`src/design/flash_seq_pkg.sv`:
```
// Package with command codes, addresses and timing constants for the flash command sequencer.
// Summary of operation
// - Program: two unlocks, A0h, then address/data.
// - Hardware reset aborts program; host reissues. Not done here: bit 8 only pulses reset and clears bypass and suspend.
// - Bypass entry: two unlocks, then 20h.
// - Bypass program: A0h then address/data pair.
// - Bypass exit: 90h then 00h.
// - Chip erase: six writes ending 10h.
// - Sector erase: six writes, last sector 30h.
// - Host spaces extra sector writes under 50 us.
`default_nettype none
package flash_seq_pkg;
	localparam int ADDR_W = 18;
	localparam int DATA_W = 16;
	localparam logic [ADDR_W-1:0] UNLOCK1_ADDR = 18'h00555;
	localparam logic [ADDR_W-1:0] UNLOCK2_ADDR = 18'h002aa;
	localparam logic [7:0] UNLOCK1_DATA = 8'haa;
	localparam logic [7:0] UNLOCK2_DATA = 8'h55;
	localparam logic [7:0] CMD_PROGRAM = 8'ha0;
	localparam logic [7:0] CMD_BYPASS = 8'h20;
	localparam logic [7:0] CMD_BYPASS_EXIT1 = 8'h90;
	localparam logic [7:0] CMD_BYPASS_EXIT2 = 8'h00;
	localparam logic [7:0] CMD_ERASE_SETUP = 8'h80;
	localparam logic [7:0] CMD_CHIP_ERASE = 8'h10;
	localparam logic [7:0] CMD_SECTOR_ERASE = 8'h30;
	localparam logic [7:0] CMD_SUSPEND = 8'hb0;
	localparam logic [7:0] CMD_RESUME = 8'h30;
	localparam int SECTOR_LSB = 12;
	localparam int CLK_MHZ = 200;
	localparam int WINDOW_US = 50;
	localparam int WINDOW_MARGIN_US = 10;
	// Extra sector writes are spaced well inside the window.
	localparam int SECTOR_GAP_CYC = (WINDOW_US - WINDOW_MARGIN_US) * CLK_MHZ;
	localparam int SUSPEND_US = 20;
	localparam int SUSPEND_CYC = SUSPEND_US * CLK_MHZ;
	// Bus strobe phases in clock cycles: setup, low pulse, recovery.
	localparam int WE_SETUP_CYC = 2;
	localparam int WE_LOW_CYC = 8;
	localparam int WE_HOLD_CYC = 4;
	localparam int RD_CYC = 16;
	localparam logic [3:0] OP_PROGRAM = 4'h1;
	localparam logic [3:0] OP_BYP_ENTER = 4'h2;
	localparam logic [3:0] OP_BYP_PROGRAM = 4'h3;
	localparam logic [3:0] OP_BYP_EXIT = 4'h4;
	localparam logic [3:0] OP_CHIP_ERASE = 4'h5;
	localparam logic [3:0] OP_SECTOR_ERASE = 4'h6;
	localparam logic [3:0] OP_SECTOR_ADD = 4'h7;
	localparam logic [3:0] OP_SUSPEND = 4'h8;
	localparam logic [3:0] OP_RESUME = 4'h9;
	localparam logic [3:0] OP_READ = 4'ha;
	localparam logic [7:0] REG_CMD = 8'h00;
	localparam logic [7:0] REG_ADDR = 8'h04;
	localparam logic [7:0] REG_DATA = 8'h08;
	localparam logic [7:0] REG_STATUS = 8'h0c;
	localparam logic [7:0] REG_RDATA = 8'h10;
endpackage
`default_nettype wire

```
`src/design/flash_bus_cycle.sv`:
```
// One asynchronous flash bus cycle: a write strobe pulse or a read with sampling.
`default_nettype none
module flash_bus_cycle
	import flash_seq_pkg::*;
(
	// Clock and reset.
	input wire logic clk_in,
	input wire logic rst_n_in,
	// Request.
	input wire logic start_in,
	input wire logic is_read_in,
	input wire logic [ADDR_W-1:0] addr_in,
	input wire logic [DATA_W-1:0] data_in,
	output logic done_out,
	output logic [DATA_W-1:0] rdata_out,
	// Flash pins.
	output logic [ADDR_W-1:0] flash_addr_out,
	output logic [DATA_W-1:0] flash_dq_out,
	output logic flash_dq_oe_out,
	input wire logic [DATA_W-1:0] flash_dq_in,
	output logic flash_ce_n_out,
	output logic flash_we_n_out,
	output logic flash_oe_n_out
);
	localparam int TOTAL_W = WE_SETUP_CYC + WE_LOW_CYC + WE_HOLD_CYC;
	logic [5:0] cnt;
	logic busy;
	logic rd;
	logic [DATA_W-1:0] dq_s1;
	logic [DATA_W-1:0] dq_s2;
	wire [5:0] last = rd ? 6'(RD_CYC) : 6'(TOTAL_W);
	wire in_low = (cnt >= 6'(WE_SETUP_CYC)) && (cnt < 6'(WE_SETUP_CYC + WE_LOW_CYC));
	always_ff @(posedge clk_in or negedge rst_n_in) begin
		if (!rst_n_in) begin
			dq_s1 <= '0;
			dq_s2 <= '0;
		end else begin
			dq_s1 <= flash_dq_in;
			dq_s2 <= dq_s1;
		end
	end
	always_ff @(posedge clk_in or negedge rst_n_in) begin
		if (!rst_n_in) begin
			cnt <= '0;
			busy <= 1'b0;
			rd <= 1'b0;
			done_out <= 1'b0;
			rdata_out <= '0;
			flash_addr_out <= '0;
			flash_dq_out <= '0;
			flash_dq_oe_out <= 1'b0;
			flash_ce_n_out <= 1'b1;
			flash_we_n_out <= 1'b1;
			flash_oe_n_out <= 1'b1;
		end else begin
			done_out <= 1'b0;
			if (!busy && start_in) begin
				busy <= 1'b1;
				rd <= is_read_in;
				cnt <= '0;
				flash_addr_out <= addr_in;
				flash_dq_out <= data_in;
				flash_dq_oe_out <= !is_read_in;
				flash_ce_n_out <= 1'b0;
				flash_oe_n_out <= !is_read_in;
			end else if (busy) begin
				cnt <= cnt + 6'd1;
				// Data is latched by the device at the strobe's rising edge.
				flash_we_n_out <= rd || !in_low;
				if (cnt == last) begin
					busy <= 1'b0;
					done_out <= 1'b1;
					flash_ce_n_out <= 1'b1;
					flash_oe_n_out <= 1'b1;
					flash_we_n_out <= 1'b1;
					flash_dq_oe_out <= 1'b0;
					if (rd) begin
						rdata_out <= dq_s2;
					end
				end
			end
		end
	end
endmodule // flash_bus_cycle
`default_nettype wire

```
`src/design/flash_seq_host.sv`:
```
// Host controller that issues program, erase, suspend and resume sequences to a parallel NOR flash.
`default_nettype none
module flash_seq_host
	import flash_seq_pkg::*;
#(
	parameter int SECTOR_GAP = SECTOR_GAP_CYC,
	parameter int SUSPEND_WAIT = SUSPEND_CYC
) (
	// Clock and reset.
	input wire logic clk_in,
	input wire logic rst_n_in,
	// Register port.
	input wire logic [7:0] reg_addr_in,
	input wire logic [31:0] reg_wdata_in,
	input wire logic reg_wr_in,
	input wire logic reg_rd_in,
	output logic [31:0] reg_rdata_out,
	// Flash pins.
	output logic [ADDR_W-1:0] flash_addr_out,
	output logic [DATA_W-1:0] flash_dq_out,
	output logic flash_dq_oe_out,
	input wire logic [DATA_W-1:0] flash_dq_in,
	output logic flash_ce_n_out,
	output logic flash_we_n_out,
	output logic flash_oe_n_out,
	output logic flash_byte_n_out,
	output logic flash_reset_n_out,
	input wire logic ready_busy_pin_in
);
	typedef enum logic [2:0] {
		ST_IDLE = 3'b000,
		ST_ISSUE = 3'b001,
		ST_WAIT = 3'b010,
		ST_GAP = 3'b011,
		ST_POLL = 3'b100
	} state_t;
	state_t state;
	state_t next_state;
	logic [3:0] op;
	logic [2:0] step;
	logic [ADDR_W-1:0] addr;
	logic [DATA_W-1:0] data;
	logic [DATA_W-1:0] rdata;
	logic bypass;
	logic suspended;
	logic failed;
	logic [15:0] timer;
	logic rb_s1;
	logic rb_s2;
	logic cyc_start;
	logic cyc_done;
	logic [DATA_W-1:0] cyc_rdata;
	// Count of bus cycles each operation needs.
	function automatic logic [2:0] op_len(input logic [3:0] o);
		case (o)
			OP_PROGRAM: op_len = 3'd4;
			OP_BYP_ENTER: op_len = 3'd3;
			OP_BYP_PROGRAM: op_len = 3'd2;
			OP_BYP_EXIT: op_len = 3'd2;
			OP_CHIP_ERASE: op_len = 3'd6;
			OP_SECTOR_ERASE: op_len = 3'd6;
			default: op_len = 3'd1;
		endcase
	endfunction
	// Address and low data byte of each step; upper data byte is zero on command cycles.
	function automatic logic [ADDR_W+7:0] op_step(input logic [3:0] o, input logic [2:0] s,
			input logic [ADDR_W-1:0] a);
		logic [ADDR_W-1:0] sa;
		sa = {a[ADDR_W-1:SECTOR_LSB], {SECTOR_LSB{1'b0}}};
		op_step = {UNLOCK1_ADDR, UNLOCK1_DATA};
		case (o)
			OP_PROGRAM, OP_BYP_ENTER, OP_CHIP_ERASE, OP_SECTOR_ERASE: begin
				case (s)
					3'd0, 3'd3: op_step = {UNLOCK1_ADDR, UNLOCK1_DATA};
					3'd1, 3'd4: op_step = {UNLOCK2_ADDR, UNLOCK2_DATA};
					3'd2: op_step = {UNLOCK1_ADDR, o == OP_PROGRAM ? CMD_PROGRAM :
						o == OP_BYP_ENTER ? CMD_BYPASS : CMD_ERASE_SETUP};
					3'd5: op_step = (o == OP_CHIP_ERASE) ? {UNLOCK1_ADDR, CMD_CHIP_ERASE} :
						{sa, CMD_SECTOR_ERASE};
					default: op_step = {UNLOCK1_ADDR, UNLOCK1_DATA};
				endcase
			end
			OP_BYP_PROGRAM: op_step = {UNLOCK1_ADDR, CMD_PROGRAM};
			OP_BYP_EXIT: op_step = {a, (s == 3'd0) ? CMD_BYPASS_EXIT1 : CMD_BYPASS_EXIT2};
			OP_SECTOR_ADD: op_step = {sa, CMD_SECTOR_ERASE};
			OP_SUSPEND: op_step = {UNLOCK1_ADDR, CMD_SUSPEND};
			OP_RESUME: op_step = {UNLOCK1_ADDR, CMD_RESUME};
			default: op_step = {a, 8'h00};
		endcase
	endfunction
	wire is_prog = (op == OP_PROGRAM) || (op == OP_BYP_PROGRAM);
	wire [2:0] len = is_prog ? 3'(op_len(op)) : op_len(op);
	wire data_step = is_prog && (step == len - 3'd1);
	wire [ADDR_W+7:0] cur = op_step(op, step, addr);
	wire [ADDR_W-1:0] cyc_addr = data_step ? addr : cur[ADDR_W+7:8];
	wire [DATA_W-1:0] cyc_data = data_step ? data : {8'h00, cur[7:0]};
	wire cyc_read = (op == OP_READ);
	wire busy_dev = !rb_s2;
	wire needs_poll = is_prog || (op == OP_CHIP_ERASE);
	wire last_step = (step == len - 3'd1);
	always_comb begin
		next_state = state;
		cyc_start = 1'b0;
		case (state)
			ST_IDLE: next_state = state;
			ST_ISSUE: begin
				cyc_start = 1'b1;
				next_state = ST_WAIT;
			end
			ST_WAIT: begin
				if (cyc_done) begin
					if (!last_step) begin
						next_state = ST_ISSUE;
					end else if (needs_poll) begin
						next_state = ST_POLL;
					end else if (op == OP_SECTOR_ERASE || op == OP_SECTOR_ADD || op == OP_SUSPEND) begin
						next_state = ST_GAP;
					end else begin
						next_state = ST_IDLE;
					end
				end
			end
			ST_GAP: next_state = (timer == 16'd0) ? ST_IDLE : ST_GAP;
			ST_POLL: next_state = (timer == 16'd0 && !busy_dev) ? ST_IDLE : ST_POLL;
			default: next_state = ST_IDLE;
		endcase
	end
	always_ff @(posedge clk_in or negedge rst_n_in) begin
		if (!rst_n_in) begin
			rb_s1 <= 1'b1;
			rb_s2 <= 1'b1;
		end else begin
			rb_s1 <= ready_busy_pin_in;
			rb_s2 <= rb_s1;
		end
	end
	always_ff @(posedge clk_in or negedge rst_n_in) begin
		if (!rst_n_in) begin
			state <= ST_IDLE;
			op <= OP_READ;
			step <= '0;
			addr <= '0;
			data <= '0;
			rdata <= '0;
			bypass <= 1'b0;
			suspended <= 1'b0;
			failed <= 1'b0;
			timer <= '0;
			flash_byte_n_out <= 1'b1;
			flash_reset_n_out <= 1'b1;
			reg_rdata_out <= '0;
		end else begin
			state <= next_state;
			flash_reset_n_out <= 1'b1;
			reg_rdata_out <= '0;
			if (reg_rd_in) begin
				case (reg_addr_in)
					REG_ADDR: reg_rdata_out <= 32'(addr);
					REG_DATA: reg_rdata_out <= 32'(data);
					// Bit 1 reads high while byte-wide transfers are selected.
					REG_STATUS: reg_rdata_out <= {26'h0, failed, busy_dev, suspended, bypass,
						!flash_byte_n_out, state != ST_IDLE};
					REG_RDATA: reg_rdata_out <= 32'(rdata);
					default: reg_rdata_out <= '0;
				endcase
			end
			if (reg_wr_in && state == ST_IDLE) begin
				case (reg_addr_in)
					REG_ADDR: addr <= reg_wdata_in[ADDR_W-1:0];
					REG_DATA: data <= reg_wdata_in[DATA_W-1:0];
					REG_CMD: begin
						// Bit 8 pulses hardware reset, which aborts any embedded operation.
						if (reg_wdata_in[8]) begin
							flash_reset_n_out <= 1'b0;
							bypass <= 1'b0;
							suspended <= 1'b0;
						end else if (cmd_ok_w(reg_wdata_in[3:0])) begin
							op <= reg_wdata_in[3:0];
							flash_byte_n_out <= !reg_wdata_in[4];
							step <= '0;
							failed <= 1'b0;
							state <= ST_ISSUE;
						end else begin
							failed <= 1'b1;
						end
					end
					default: failed <= failed;
				endcase
			end
			if (state == ST_WAIT && cyc_done) begin
				step <= step + 3'd1;
				if (cyc_read) begin
					rdata <= cyc_rdata;
				end
				if (last_step) begin
					timer <= needs_poll ? 16'd4 : (op == OP_SUSPEND) ? 16'(SUSPEND_WAIT) : 16'(SECTOR_GAP);
					if (op == OP_BYP_ENTER) bypass <= 1'b1;
					if (op == OP_BYP_EXIT) bypass <= 1'b0;
					if (op == OP_SUSPEND) suspended <= 1'b1;
					if (op == OP_RESUME) suspended <= 1'b0;
				end
			end else if (timer != 16'd0) begin
				timer <= timer - 16'd1;
			end
		end
	end
	// Command legality against host-tracked mode, evaluated on a candidate operation code.
	function automatic logic cmd_ok_w(input logic [3:0] o);
		case (o)
			OP_BYP_PROGRAM, OP_BYP_EXIT: cmd_ok_w = bypass;
			OP_RESUME: cmd_ok_w = suspended;
			OP_SUSPEND, OP_SECTOR_ADD, OP_READ: cmd_ok_w = 1'b1;
			OP_PROGRAM, OP_BYP_ENTER, OP_CHIP_ERASE, OP_SECTOR_ERASE: cmd_ok_w = !bypass && !suspended;
			default: cmd_ok_w = 1'b0;
		endcase
	endfunction
	flash_bus_cycle u_cycle (
		.clk_in(clk_in),
		.rst_n_in(rst_n_in),
		.start_in(cyc_start),
		.is_read_in(cyc_read),
		.addr_in(cyc_addr),
		.data_in(cyc_data),
		.done_out(cyc_done),
		.rdata_out(cyc_rdata),
		.flash_addr_out(flash_addr_out),
		.flash_dq_out(flash_dq_out),
		.flash_dq_oe_out(flash_dq_oe_out),
		.flash_dq_in(flash_dq_in),
		.flash_ce_n_out(flash_ce_n_out),
		.flash_we_n_out(flash_we_n_out),
		.flash_oe_n_out(flash_oe_n_out)
	);
	chk_one_strobe: assert property (@(posedge clk_in) disable iff (!rst_n_in)
		!(flash_we_n_out == 1'b0 && flash_oe_n_out == 1'b0)) else $error("write and read strobes overlap");
	chk_issue_starts: assert property (@(posedge clk_in) disable iff (!rst_n_in)
		state == ST_ISSUE |=> !flash_ce_n_out) else $error("issue did not start a cycle");
	chk_bypass_set: assert property (@(posedge clk_in) disable iff (!rst_n_in)
		(state == ST_WAIT && cyc_done && last_step && op == OP_BYP_ENTER) |=> bypass) else $error("bypass not entered");
	chk_bypass_clear: assert property (@(posedge clk_in) disable iff (!rst_n_in)
		(state == ST_WAIT && cyc_done && last_step && op == OP_BYP_EXIT) |=> !bypass) else $error("bypass not left");
	chk_poll_hold: assert property (@(posedge clk_in) disable iff (!rst_n_in)
		(state == ST_POLL && busy_dev) |=> state == ST_POLL) else $error("left poll while busy");
	chk_upper_zero: assert property (@(posedge clk_in) disable iff (!rst_n_in)
		(cyc_start && !data_step && !cyc_read) |=> flash_dq_out[15:8] == 8'h00) else $error("upper byte set");
	chk_sector_bits: assert property (@(posedge clk_in) disable iff (!rst_n_in)
		(cyc_start && (op == OP_SECTOR_ADD || (op == OP_SECTOR_ERASE && last_step)))
		|=> flash_addr_out[SECTOR_LSB-1:0] == '0) else $error("sector low bits set");
	chk_resume_clear: assert property (@(posedge clk_in) disable iff (!rst_n_in)
		(state == ST_WAIT && cyc_done && op == OP_RESUME) |=> !suspended) else $error("resume kept suspend");
endmodule // flash_seq_host
`default_nettype wire

```
`config.mk`:
```
export PLATFORM = sky130hd
export DESIGN_NAME = flash_seq_host
export DESIGN_NICKNAME = d
export VERILOG_FILES = /design/src/design/flash_seq_pkg.sv /design/src/design/flash_bus_cycle.sv /design/src/design/flash_seq_host.sv
export SDC_FILE = /design/constraint.sdc
export NUM_CORES = 1
export LEC_CHECK = 0
export BUFFER_PORTS_ARGS = -buffer_cell sky130_fd_sc_hd__buf_2
export CAP_MARGIN = 20
export CORE_AREA = 2 2 127 129
export DETAILED_ROUTE_END_ITERATION = 8
export DIE_AREA = 0 0 129 131
export HOLD_SLACK_MARGIN = 0.06
export MAX_ROUTING_LAYER = met4
export PLACE_DENSITY = 0.79
export SLEW_MARGIN = 20
export SYNTH_ARGS = -nofsm -noshare
export SYNTH_HDL_FRONTEND = slang
export SYNTH_SLANG_ARGS = --single-unit
```
`constraint.sdc`:
```
create_clock -name clk_in -period 3.1 [get_ports clk_in]
set_input_delay 0.155 -clock clk_in [delete_from_list [all_inputs] [get_ports clk_in]]
set_output_delay 0.155 -clock clk_in [all_outputs]
set_load 0.01 [all_outputs]
```
== Word level (Yosys, flattened, before mapping) ==
Index checks and enable logic that the tools add are counted.
W data, S select, Z words.
Operators by class
  order comparisons: 2
  add/subtract/negate cells: 4
  multiplexer cells: 72
  bitwise gates (word level): 2
  reduce and logical (&&, ||, !) cells: 49
  equality and inequality tests: 36
Operators by type and width (number)
  $pmux W26 S6: 1
  $pmux W26 S3: 1
  $pmux W18 S4: 1
  $mux W16: 4
  $mux W3: 13
  $mux W1: 36
  $mux W18: 2
  $eq A4 B3 Y1 const B: 8
  $mux W13: 2
  $mux W26: 1
  $eq A4 B4 Y1 const B: 6
  $mux W8: 3
  $eq A4 B2 Y1 const B: 4
  $eq A8 B4 Y1 const B: 2
  $logic_not A16 Y1: 1
  $reduce_bool A16 Y1: 1
  $sub A16 B1 Y16 const B: 1
  $pmux W3 S5: 1
  $mux W6: 2
  $pmux W3 S4: 1
  $reduce_and A2 Y1: 6
  $reduce_and A4 Y1: 3
  $reduce_bool A2 Y1: 6
  $eq A3 B2 Y1 const B: 3
  28 further kinds: 56
Storage, ports and cells
  input bits: 61
  register bits: 210

== Logic depth before layout (Yosys ltp) ==
Gate-level depths: netlist (run 1).
  depth in word-level cells: 12
  gate-level depth with buffers: 8
  mapped depth without buffers: 7

== Cells and area by module ==
From an unflattened synthesis (run 1), not the netlist that was laid out.
Second synthesis, totals
  cells, all modules: 809
  area, all modules: 8931.1 um^2
Modules (own cells, without submodules)
  flash_seq_host: times used 1, area an instance 5571.6 um^2, cells an instance 537, seq. area each 2534.9 um^2
  flash_bus_cycle: times used 1, area an instance 3359.5 um^2, cells an instance 272, seq. area each 2381.0 um^2

== Worst setup path after synthesis (run 1) ==
No wires, ideal clock.
  kind: input to register
  start point: input reg_addr_in[1]
  end point: register op[0]
  arrival time: 2.063 ns
  stages: 6
  setup slack: 0.912 ns
  required time: 2.975 ns
  setup time: 0.125 ns
  cell sequence: or4_4 or3_4 or4_4 buf_6 nor2_8 mux2_4
On the way
  cells in the longest elaborated chain, start to end: 2
RTL lines
  start, declared: line flash_seq_host.sv:13  | input wire logic [7:0] reg_addr_in,
  $logic_not A8 Y1: line flash_seq_host.sv:168  | case (reg_addr_in)
  $reduce_and A4 Y1 (no line)
  end signal, assigned: line flash_seq_host.sv:178  | op <= reg_wdata_in[3:0];
  end, declared: line flash_seq_host.sv:39  | logic [3:0] op;
No other way between the ends.
A chain may end at the register's enable or synchronous reset.

== Worst setup path after layout (run 1) ==
  start point: register op[1]
  end point: register u_cycle.flash_dq_out[2]
On the way
  cells in the longest elaborated chain, start to end: 7
  elaborated cells between the ends (all ways): 21
  those cells by class: add/sub (1); eq/ne (10); mux (5); reduce/logical (5)
RTL lines
  $eq A4 B3 Y1 or $eq A4 B2 Y1 (tied branches): line flash_seq_host.sv:55, flash_seq_host.sv:71, flash_seq_host.sv:91
  $reduce_or A2 Y1 (no line)
  $pmux W3 S4: line flash_seq_host.sv:55  | case (o)
  $sub A3 B1 Y3: line flash_seq_host.sv:93  | wire data_step = is_prog && (step == len - 3'd1);
  $eq A3 B3 Y1: line flash_seq_host.sv:93
  $logic_and A1 B1 Y1: line flash_seq_host.sv:93
  $mux W16 (*): line flash_seq_host.sv:96  | wire [DATA_W-1:0] cyc_data = data_step ? data : {8'h00, cur[7:0]};
  end signal, assigned: line flash_bus_cycle.sv:62  | flash_dq_out <= data_in;
  end, declared: line flash_bus_cycle.sv:18  | output logic [DATA_W-1:0] flash_dq_out,
Mark *: on every way between the ends. The rest lies on a longest branch, timed or not.

==> flow_metrics.env, run 1 <==
export IMPL_status="completed"
export IMPL_period_needed_ps=2650
export IMPL_cts_sinks=196
export IMPL_fin_setup_tns_ps=0
export IMPL_cts_buffers=17
export IMPL_final_util=0.666
export IMPL_leakage_nw=4.95
export IMPL_setup_violations=0
export IMPL_cts_htree_levels=4
export IMPL_yosys_register_bits=196
export IMPL_hp_class="in2reg"
export IMPL_p_seq_frac=0.510
export IMPL_rsz0062_at_grt="no"
export IMPL_seq_area_frac_synth=0.568
export IMPL_grtUsageTotal=0.263
export IMPL_synthArstFlopShare=1.00
export IMPL_pin_count=133
export IMPL_antennaDiodeCount=0
export IMPL_netSwitchingFraction=0.257
export IMPL_startpoint_type="register"
export IMPL_dpl_hpwl_um=13800
export IMPL_synth_edff_count=0
export IMPL_layoutNonFillerInstCount=1119
export IMPL_fillers=1162
export IMPL_globalRouteOverflowTotal=0
export IMPL_die_height_um=131
export IMPL_p_int_mw=3.80
export IMPL_worst_slack_ps=450
export IMPL_dieArea_um2=16900
export IMPL_irDropWorstVdd_mv=0.406
export IMPL_synth_flop_cell="dfrtp_1"
export IMPL_cts_buffer_depth=2
export IMPL_rows=46
export IMPL_final_antenna_net_count=0
export IMPL_tightest_slew_ps=1070
export IMPL_crit_fanout=24
export IMPL_grt_pass1_vias=6222
export IMPL_relSlewSlack=0.283
export IMPL_grt_max_degree=103
export IMPL_cp_end_kind="register"
export IMPL_yosys_warnings=0
export IMPL_grt_pass1_wl_um=32800
export IMPL_netlist_instances=755
export IMPL_post_route_cell_area_um2=10400
export IMPL_post_cts_resized=0
export IMPL_clk_transition_reported_paths_ps=80
export IMPL_routed_via_density=5.81
export IMPL_synth_avg_cell_area_um2=11.5
export IMPL_layout_drive_gt1_share=0.272
export IMPL_placed_area_um2=9390
export IMPL_drt_wl_total_um=20600
export IMPL_post_place_ws_ps=515
export IMPL_required_ps=3470
export IMPL_worstPathArrival_ps=3020
export IMPL_p_switching_mw=1.32
export IMPL_gp_congestion=0.953
export IMPL_synth_cell_area_um2=8660
export IMPL_cts_tree="built"
export IMPL_clk_latency_ps=450
export IMPL_firstDrtPassIters=5
export IMPL_powerDensity_nw_per_um2=493
export IMPL_holdBufCountCts=35
export IMPL_cts_root_buf="clkbuf_16"
export IMPL_drt_iter0_markers=579
export IMPL_area_delta_synth_final_pct=19.9
export IMPL_max_freq_mhz=377
export IMPL_power_frac_comb=0.040
export IMPL_vias=6503
export IMPL_finClkSkew_ps=13.4
export IMPL_portBuffers=104
export IMPL_report_final_slew_viol_count=0
export IMPL_maxCapViolations=0
export IMPL_start_util=0.555
export IMPL_r2r_cells=5
export IMPL_drc=0
export IMPL_report_final_hold_viol_count=0
export IMPL_critPathKind="reg2reg"
export IMPL_fin_nets=958
export IMPL_worstHoldPathCells=2
export IMPL_antenna_found_initial=0
export IMPL_clkPwrFrac=0.450
export IMPL_postCtsSetupBuffers=0
export IMPL_period_share=0.855
export IMPL_dp_cells=1052
export IMPL_core_area_um2=15600
export IMPL_yosys_cell_types_count=78
export IMPL_die_w_um=129
export IMPL_wire_per_inst_um=18.4
==> layer usage <==
metal / global-route usage / part of all wire / up-vias
met5: - / 0 / -
met1: 0.357 / 0.44 / 3266
met3: 0.0493 / 0.056 / 31
met2: 0.403 / 0.48 / 227
li1: - / - / 2979
met4: 0.0876 / 0.020 / 0
==> layout by cell type (no fill, tap or decap), drive strengths merged, types with 10 or more instances in the layout <==
| cell | netlist | layout |
|---|---|---|
| a22oi | 15 | 15 |
| nand2 | 65 | 65 |
| a22o | 25 | 25 |
| nor3 | 13 | 13 |
| dlygate4sd3 | 0 | 35 |
| nor2 | 54 | 54 |
| buf | 21 | 121 |
| nor2b | 10 | 10 |
| clkbuf | 33 | 18 |
| nand3 | 11 | 11 |
| a21oi | 39 | 39 |
| o21ai | 37 | 37 |
| inv | 19 | 27 |
| dfrtp | 187 | 187 |
| conb | 1 | 14 |
| mux2 | 66 | 66 |
==> worst paths after layout <==
check	slack, ps	from	end
min in group asynchronous	350	rst_n_in	timer[14]
min	60	reg_wdata_in[1]	data[1]
max reg2reg	450	op[1]	u_cycle.flash_dq_out[2]
max	450	op[1]	u_cycle.flash_dq_out[2]
max in group asynchronous	1930	rst_n_in	u_cycle.dq_s2[7]
min reg2reg	350	u_cycle.dq_s1[3]	u_cycle.dq_s2[3]
==> registers in the layout, summed over array words and instances (netlist names), 16 cells and up <==
| signal | count |
|---|---|
| reg_rdata_out | 18 |
| u_cycle.flash_dq_out | 16 |
| u_cycle.dq_s1 | 16 |
| rdata | 16 |
| u_cycle.rdata_out | 16 |
| u_cycle.flash_addr_out | 18 |
| addr | 18 |
| timer | 16 |
| data | 16 |
| u_cycle.dq_s2 | 16 |
==> layout make-up <==
type	count	area [um2]	area share
Sequential cell	196	4920	0.473
Multi-Input combinational cell	499	3450	0.332
Inverter	19	71.3	0.00687
Timing Repair Buffer	157	1040	0.100
Clock buffer	17	425	0.0410
Tap cell	216	270	0.0260
Clock inverter	15	215	0.0207
==> Yosys cell counts (10+ instances only) <==
cell | n | area (um2)
clkbuf_1 | 33 | 124
mux2_2 | 64 | 721
buf_4 | 14 | 105
dfrtp_1 | 187 | 4680
nor3_1 | 13 | 65.1
nor2_1 | 51 | 191
nand3_1 | 11 | 55.1
nor2b_1 | 10 | 62.6
a22o_1 | 25 | 219
o21ai_0 | 36 | 180
a22oi_1 | 15 | 113
inv_1 | 19 | 71.3
a21oi_1 | 39 | 195
nand2_1 | 64 | 240
==> critical path, cell delays in order, from the launching register on <==
cell and delay [ps]:
dfstp_2 780, nor2b_1 310, o21ai_0 190, a211oi_1 900, a21oi_1 180, o21ai_0 210
==> cells by family (layout without fill, tap and decap cells) <==
kind of cell,count (synthesis),after routing,synth area share
other,1,14,0.000433
buffers and inverters,73,208,0.0413
adder cells (fa/ha/maj),7,7,0.0101
flip-flops,196,196,0.568
multiplexers,75,75,0.0971
AND/OR/NAND/NOR,207,207,0.125
AO/OA/AOI/OAI,184,184,0.147
XOR/XNOR,12,12,0.0121
==> power by group through the flow <==
stage / clock [mW] / sequential [mW] / combinational (mW)
after floorplan: 0 / 2.65 / 0.0742
after global placement: 0 / 2.66 / 0.167
after detailed placement: 0 / 2.66 / 0.170
after CTS: 2.33 / 2.61 / 0.205
after global routing: 2.44 / 2.61 / 0.231
final: 2.30 / 2.61 / 0.204
==> metrics by stage <==
step / power, mW / hold WS [ps]
final: 5.12 / 60.9
after global placement: 2.82 / 262
after floorplan: 2.73 / -141
after global routing: 5.29 / 74.4
after detailed placement: 2.83 / 264
after CTS: 5.14 / 65.5
Power figures use the tool's default switching activity.
==> run 2, diff against run 1 <==
--- a/config.mk
+++ b/config.mk
@@ -6,13 +6,11 @@
 export NUM_CORES = 1
 export LEC_CHECK = 0
 export BUFFER_PORTS_ARGS = -buffer_cell sky130_fd_sc_hd__buf_2
-export CAP_MARGIN = 20
-export CORE_AREA = 2 2 127 129
+export CORE_AREA = 2 2 151 153
 export DETAILED_ROUTE_END_ITERATION = 8
-export DIE_AREA = 0 0 129 131
+export DIE_AREA = 0 0 153 155
 export HOLD_SLACK_MARGIN = 0.06
 export MAX_ROUTING_LAYER = met4
-export PLACE_DENSITY = 0.79
 export SLEW_MARGIN = 20
 export SYNTH_ARGS = -nofsm -noshare
 export SYNTH_HDL_FRONTEND = slang
==> constraint.sdc (replaced) <==
create_clock -name clk_in -period 3.1 [get_ports clk_in]
set_input_delay 0.155 -clock clk_in [delete_from_list [all_inputs] [get_ports clk_in]]
set_output_delay 0.155 -clock clk_in [all_outputs]
set_load 0.02 [all_outputs]
==> flow_metrics.env, run 2 (synthesized netlist as in run 1, its figures left out) <==
export IMPL_fin_nets=962
export IMPL_clk_latency_ps=450
export IMPL_cts_tree="built"
export IMPL_hold_start="reg_wdata_in[0]"
export IMPL_power_frac_comb=0.041
export IMPL_rows=55
export IMPL_clk_transition_reported_paths_ps=80
export IMPL_drt_iter0_markers=450
export IMPL_worstHoldPathCells=2
export IMPL_wire_per_inst_um=18.3
export IMPL_cts_root_buf="clkbuf_16"
export IMPL_required_ps=3470
export IMPL_grt_max_degree=82
export IMPL_hold_ws_ps=79.4
export IMPL_p_seq_frac=0.512
export IMPL_grtUsageTotal=0.196
export IMPL_portBuffers=104
export IMPL_gp_congestion=0.970
export IMPL_worstPathCellList="buf_4 > nor2b_1 > o21ai_0 > a211oi_1 > a21oi_1 > o21ai_0"
export IMPL_reg_top3="addr (18), reg_rdata_out (18), u_cycle.flash_addr_out (18)"
export IMPL_report_final_hold_viol_count=0
export IMPL_layout_drive_gt1_share=0.276
export IMPL_period_needed_ps=2700
export IMPL_reg2reg_slack_ps=400
export IMPL_grt_pass1_vias=6361
export IMPL_tightest_slew_ps=1120
export IMPL_startpoint_type="register"
export IMPL_drt_wl_total_um=21800
export IMPL_r2r_cells=6
export IMPL_clkPwrFrac=0.447
export IMPL_maxCapViolations=0
export IMPL_postCtsSetupBuffers=0
export IMPL_dpl_hpwl_um=15300
export IMPL_grt_use_met1=0.268
export IMPL_relSlewSlack=0.251
export IMPL_cts_htree_levels=4
export IMPL_crit_start="op[1]"
export IMPL_cpMostUsedCell="o21ai_0"
export IMPL_final_antenna_net_count=0
export IMPL_die_height_um=155
export IMPL_start_util=0.390
export IMPL_rr_startpoint="op[1]"
export IMPL_layoutNonFillerInstCount=1194
export IMPL_dieArea_um2=23700
export IMPL_cts_sinks=196
export IMPL_area_delta_synth_final_pct=20.9
export IMPL_crit_fanout=16
export IMPL_worst_path_buf_inv=1
export IMPL_routed_via_density=5.34
export IMPL_crit_family="compound AO/OA/AOI/OAI gates"
export IMPL_vias=6370
export IMPL_core_area_um2=22200
export IMPL_final_cell_mix="187 x dfrtp_1, 103 x buf_2, 64 x nand2_1, 64 x mux2_2, 51 x nor2_1"
export IMPL_finClkSkew_ps=11.4
export IMPL_dp_cells=1125
export IMPL_pin_count=133
export IMPL_worst_path_max_delay_cell="a211oi_1"
export IMPL_globalRouteOverflowTotal=0
export IMPL_report_final_slew_viol_count=0
export IMPL_fin_setup_tns_ps=0
export IMPL_netSwitchingFraction=0.257
export IMPL_rsz0062_at_grt="no"
export IMPL_drc=0
export IMPL_busiest_layer="met2"
export IMPL_layout_commonest_cell="dfrtp_1"
export IMPL_cts_buffer_depth=2
export IMPL_r2r_end="u_cycle.flash_addr_out[1]"
export IMPL_irDropWorstVdd_mv=0.397
export IMPL_powerDensity_nw_per_um2=487
export IMPL_period_share=0.872
export IMPL_min_to="op[0]"
export IMPL_firstDrtPassIters=5
export IMPL_max_stage_delay_ps=940
export IMPL_setup_violations=0
export IMPL_worstPathArrival_ps=3070
export IMPL_cts_buffers=17
export IMPL_grt_pass1_wl_um=35100
export IMPL_max_freq_mhz=370
export IMPL_critPathKind="reg2reg"
export IMPL_leakage_nw=4.96
export IMPL_cp_end_kind="register"
export IMPL_status="completed"
export IMPL_met3_usage=0.0404
export IMPL_hp_class="in2reg"
export IMPL_p_switching_mw=1.31
export IMPL_grt_met2_usage=0.293
export IMPL_antenna_found_initial=2
export IMPL_die_w_um=153
export IMPL_p_int_mw=3.78
-- run 2: timing repair --
item	4_1_cts	5_1_grt
hold buffers	34	1
hold endpoints to repair	123	1
resized for setup	0	0
-- run 2: routing by layer --
metal | vias to the layer above | part of all wire
li1 | 2975 | -
met1 | 3168 | 0.47
met2 | 198 | 0.46
met3 | 29 | 0.052
met4 | 0 | 0.018
met5 | - | 0
-- run 2: area by class of cell --
| type | count | area [um2] |
|---|---|---|
| sequential | 196 | 4920 |
| inverter | 19 | 71.3 |
| multi-input combinational | 499 | 3450 |
| clock buffer | 17 | 425 |
| tap | 285 | 357 |
| timing repair buffer | 161 | 1060 |
| antenna | 2 | 5.00 |
| clock inverter | 15 | 190 |
| fill | 2011 | 11800 |
-- run 2: stage by stage --
stage               power (mW)  utilization  cell area (um2)  setup WS [ps]
global placement          2.84        0.427             9500            490
global route              5.28        0.471            10500            161
finish                    5.10        0.471            10500            397
floorplan                 2.73            -             8710            912
CTS                       5.14        0.470            10500            447
detailed placement        2.84        0.427             9500            481
-- run 2: power groups by stage --
| stage | registers (mW) | logic (mW) | clock network, mW |
|---|---|---|---|
| 2_1_floorplan | 2.65 | 0.0820 | 0 |
| 3_3_place_gp | 2.66 | 0.178 | 0 |
| 3_5_place_dp | 2.66 | 0.180 | 0 |
| 4_1_cts | 2.61 | 0.213 | 2.32 |
| 5_1_grt | 2.61 | 0.234 | 2.43 |
| 6_report | 2.61 | 0.209 | 2.28 |
-- run 2: worst max path at each step --
stage | endpoint | slack [ps] | cells after the start
final | u_cycle.flash_addr_out[1] | 400 | 6
after global routing | u_cycle.flash_addr_out[1] | 160 | 6
after CTS | u_cycle.flash_addr_out[1] | 450 | 6
after detailed placement | u_cycle.flash_addr_out[1] | 480 | 6
after global placement | u_cycle.flash_dq_out[0] | 490 | 6
after floorplan | op[0] | 910 | 6
==> run 3, diff against run 2 <==
--- a/config.mk
+++ b/config.mk
@@ -6,11 +6,12 @@
 export NUM_CORES = 1
 export LEC_CHECK = 0
 export BUFFER_PORTS_ARGS = -buffer_cell sky130_fd_sc_hd__buf_2
-export CORE_AREA = 2 2 151 153
+export CORE_AREA = 2 2 129 131
 export DETAILED_ROUTE_END_ITERATION = 8
-export DIE_AREA = 0 0 153 155
+export DIE_AREA = 0 0 131 133
 export HOLD_SLACK_MARGIN = 0.06
 export MAX_ROUTING_LAYER = met4
+export PLACE_DENSITY = 0.77
 export SLEW_MARGIN = 20
 export SYNTH_ARGS = -nofsm -noshare
 export SYNTH_HDL_FRONTEND = slang
==> flow_metrics.env, run 3 (synthesized netlist as in run 1, its figures left out) <==
export IMPL_status="completed"
export IMPL_cts_buffer_depth=2
export IMPL_p_int_mw=3.81
export IMPL_drt_wl_total_um=21100
export IMPL_power_frac_comb=0.041
export IMPL_rsz0062_at_grt="no"
export IMPL_setup_violations=0
export IMPL_dieArea_um2=17400
export IMPL_maxCapViolations=0
export IMPL_relSlewSlack=0.408
export IMPL_p_seq_frac=0.507
export IMPL_fillers=1208
export IMPL_drt_iter0_markers=546
export IMPL_worst_path_max_delay_cell="a21boi_0"
export IMPL_period_needed_ps=2530
export IMPL_required_ps=3380
export IMPL_worstHoldPathCells=2
export IMPL_placed_area_um2=9420
export IMPL_grt_pass1_vias=6408
export IMPL_tightest_slew_ps=883
export IMPL_powerDensity_nw_per_um2=493
export IMPL_reg2reg_slack_ps=570
export IMPL_netSwitchingFraction=0.260
export IMPL_critPathKind="reg2reg"
export IMPL_multi_input_area_um2=3450
export IMPL_final_cell_mix="187 x dfrtp_1, 103 x buf_2, 64 x nand2_1, 64 x mux2_2, 51 x nor2_1"
export IMPL_dpl_hpwl_um=14000
export IMPL_cts_sinks=196
export IMPL_start_util=0.536
export IMPL_max_freq_mhz=395
export IMPL_drc=0
export IMPL_area_delta_synth_final_pct=20.6
export IMPL_wire_per_inst_um=18.7
export IMPL_cts_buffers=17
export IMPL_die_w_um=131
export IMPL_pin_count=133
export IMPL_core_area_um2=16200
export IMPL_rows=47
export IMPL_crit_fanout=8
export IMPL_clk_transition_reported_paths_ps=80
export IMPL_report_final_slew_viol_count=0
export IMPL_portBuffers=104
export IMPL_r2r_cells=5
export IMPL_hold_start="reg_wdata_in[1]"
export IMPL_finClkSkew_ps=12.2
export IMPL_min_to="op[1]"
export IMPL_globalRouteOverflowTotal=0
export IMPL_routed_via_density=5.79
export IMPL_irDropWorstVdd_mv=0.478
export IMPL_cts_root_buf="clkbuf_16"
export IMPL_fin_setup_tns_ps=0
export IMPL_reg_top3="addr (18), reg_rdata_out (18), u_cycle.flash_addr_out (18)"
export IMPL_max_stage_delay_ps=580
export IMPL_cts_tree="built"
export IMPL_hp_class="in2reg"
export IMPL_cts_htree_levels=4
export IMPL_p_switching_mw=1.34
export IMPL_worstPathCellList="nor4_1 > and4_1 > a21o_1 > a21boi_0 > o22ai_1"
export IMPL_startpoint_type="register"
export IMPL_fin_nets=963
export IMPL_grt_max_degree=90
export IMPL_firstDrtPassIters=5
export IMPL_layout_commonest_cell="dfrtp_1"
export IMPL_leakage_nw=4.97
export IMPL_clk_latency_ps=450
export IMPL_die_height_um=133
export IMPL_post_route_cell_area_um2=10400
export IMPL_antenna_found_initial=3
export IMPL_cp_end_kind="register"
export IMPL_worstPathArrival_ps=2810
export IMPL_report_final_hold_viol_count=0
export IMPL_gp_congestion=0.929
export IMPL_layout_drive_gt1_share=0.276
export IMPL_grtUsageTotal=0.265
export IMPL_r2r_end="timer[12]"
export IMPL_rr_startpoint="timer[6]"
export IMPL_clkPwrFrac=0.452
export IMPL_final_antenna_net_count=0
export IMPL_vias=6558
export IMPL_regArea_um2=4920
export IMPL_period_share=0.816
export IMPL_grt_pass1_wl_um=34200
export IMPL_power_mw=5.15
[run 3: changes by cell type in the layout (fill, tap and decap cells not counted), moves of 2 or more]
cell and change:
clkinv_8 +2, diode_2 +2, inv_6 -2, inv_8 -2
[run 3: how the worst max path moves through the flow]
stage	from	end	slack (ps)	cells past startpoint
after detailed placement	step[0]	u_cycle.flash_addr_out[0]	510	7
after global routing	timer[6]	timer[11]	450	5
after CTS	step[0]	u_cycle.flash_addr_out[10]	480	7
final	timer[6]	timer[12]	570	5
after global placement	step[0]	u_cycle.flash_addr_out[6]	580	7
after floorplan	reg_addr_in[1]	op[0]	910	6
[run 3: layout make-up]
class / count / area share
multi-input combinational: 499 / 0.331
inverter: 19 / 0.00683
timing repair buffer: 162 / 0.102
sequential: 196 / 0.471
clock buffer: 17 / 0.0407
tap: 220 / 0.0264
antenna: 4 / 0.000959
clock inverter: 15 / 0.0213
[run 3: what timing repair did]
item | 4_1_cts | 5_1_grt
hold buffers | 36 | 0
resized for setup | 0 | 0
buffers inserted | 0 | 0
endpoints found under the hold margin | 128 | 0
[run 3: through the flow]
step / utilization / hold slack (ps) / worst slack [ps] / instances
floorplan: - / -141 / 912 / 768
global placement: 0.582 / 261 / 583 / 1060
detailed placement: 0.582 / 263 / 510 / 1060
CTS: 0.645 / 69.7 / 478 / 1128
global route: 0.645 / 86.4 / 449 / 1131
finish: 0.646 / 76.1 / 571 / 1132
[run 3: metal layers]
metal / vias up / wire length [um] / GRT usage
met2: 313 / 9990 / 0.388
met3: 53 / 1340 / 0.0497
met1: 3202 / 9060 / 0.368
met5: - / 0 / -
li1: 2990 / - / -
met4: 0 / 736 / 0.106
[run 3: critical path, delay by kind of cell, from the launching register on]
kind	cells	cell delay, ps
AO/OA/AOI/OAI	3	1040
flip-flops	1	460
AND/OR/NAND/NOR	2	880
[run 3: power by group through the flow]
stage | combinational (mW) | sequential (mW) | clock [mW]
2_1_floorplan | 0.0820 | 2.65 | 0
3_3_place_gp | 0.173 | 2.66 | 0
3_5_place_dp | 0.176 | 2.66 | 0
4_1_cts | 0.211 | 2.61 | 2.36
5_1_grt | 0.236 | 2.61 | 2.47
6_report | 0.210 | 2.61 | 2.33
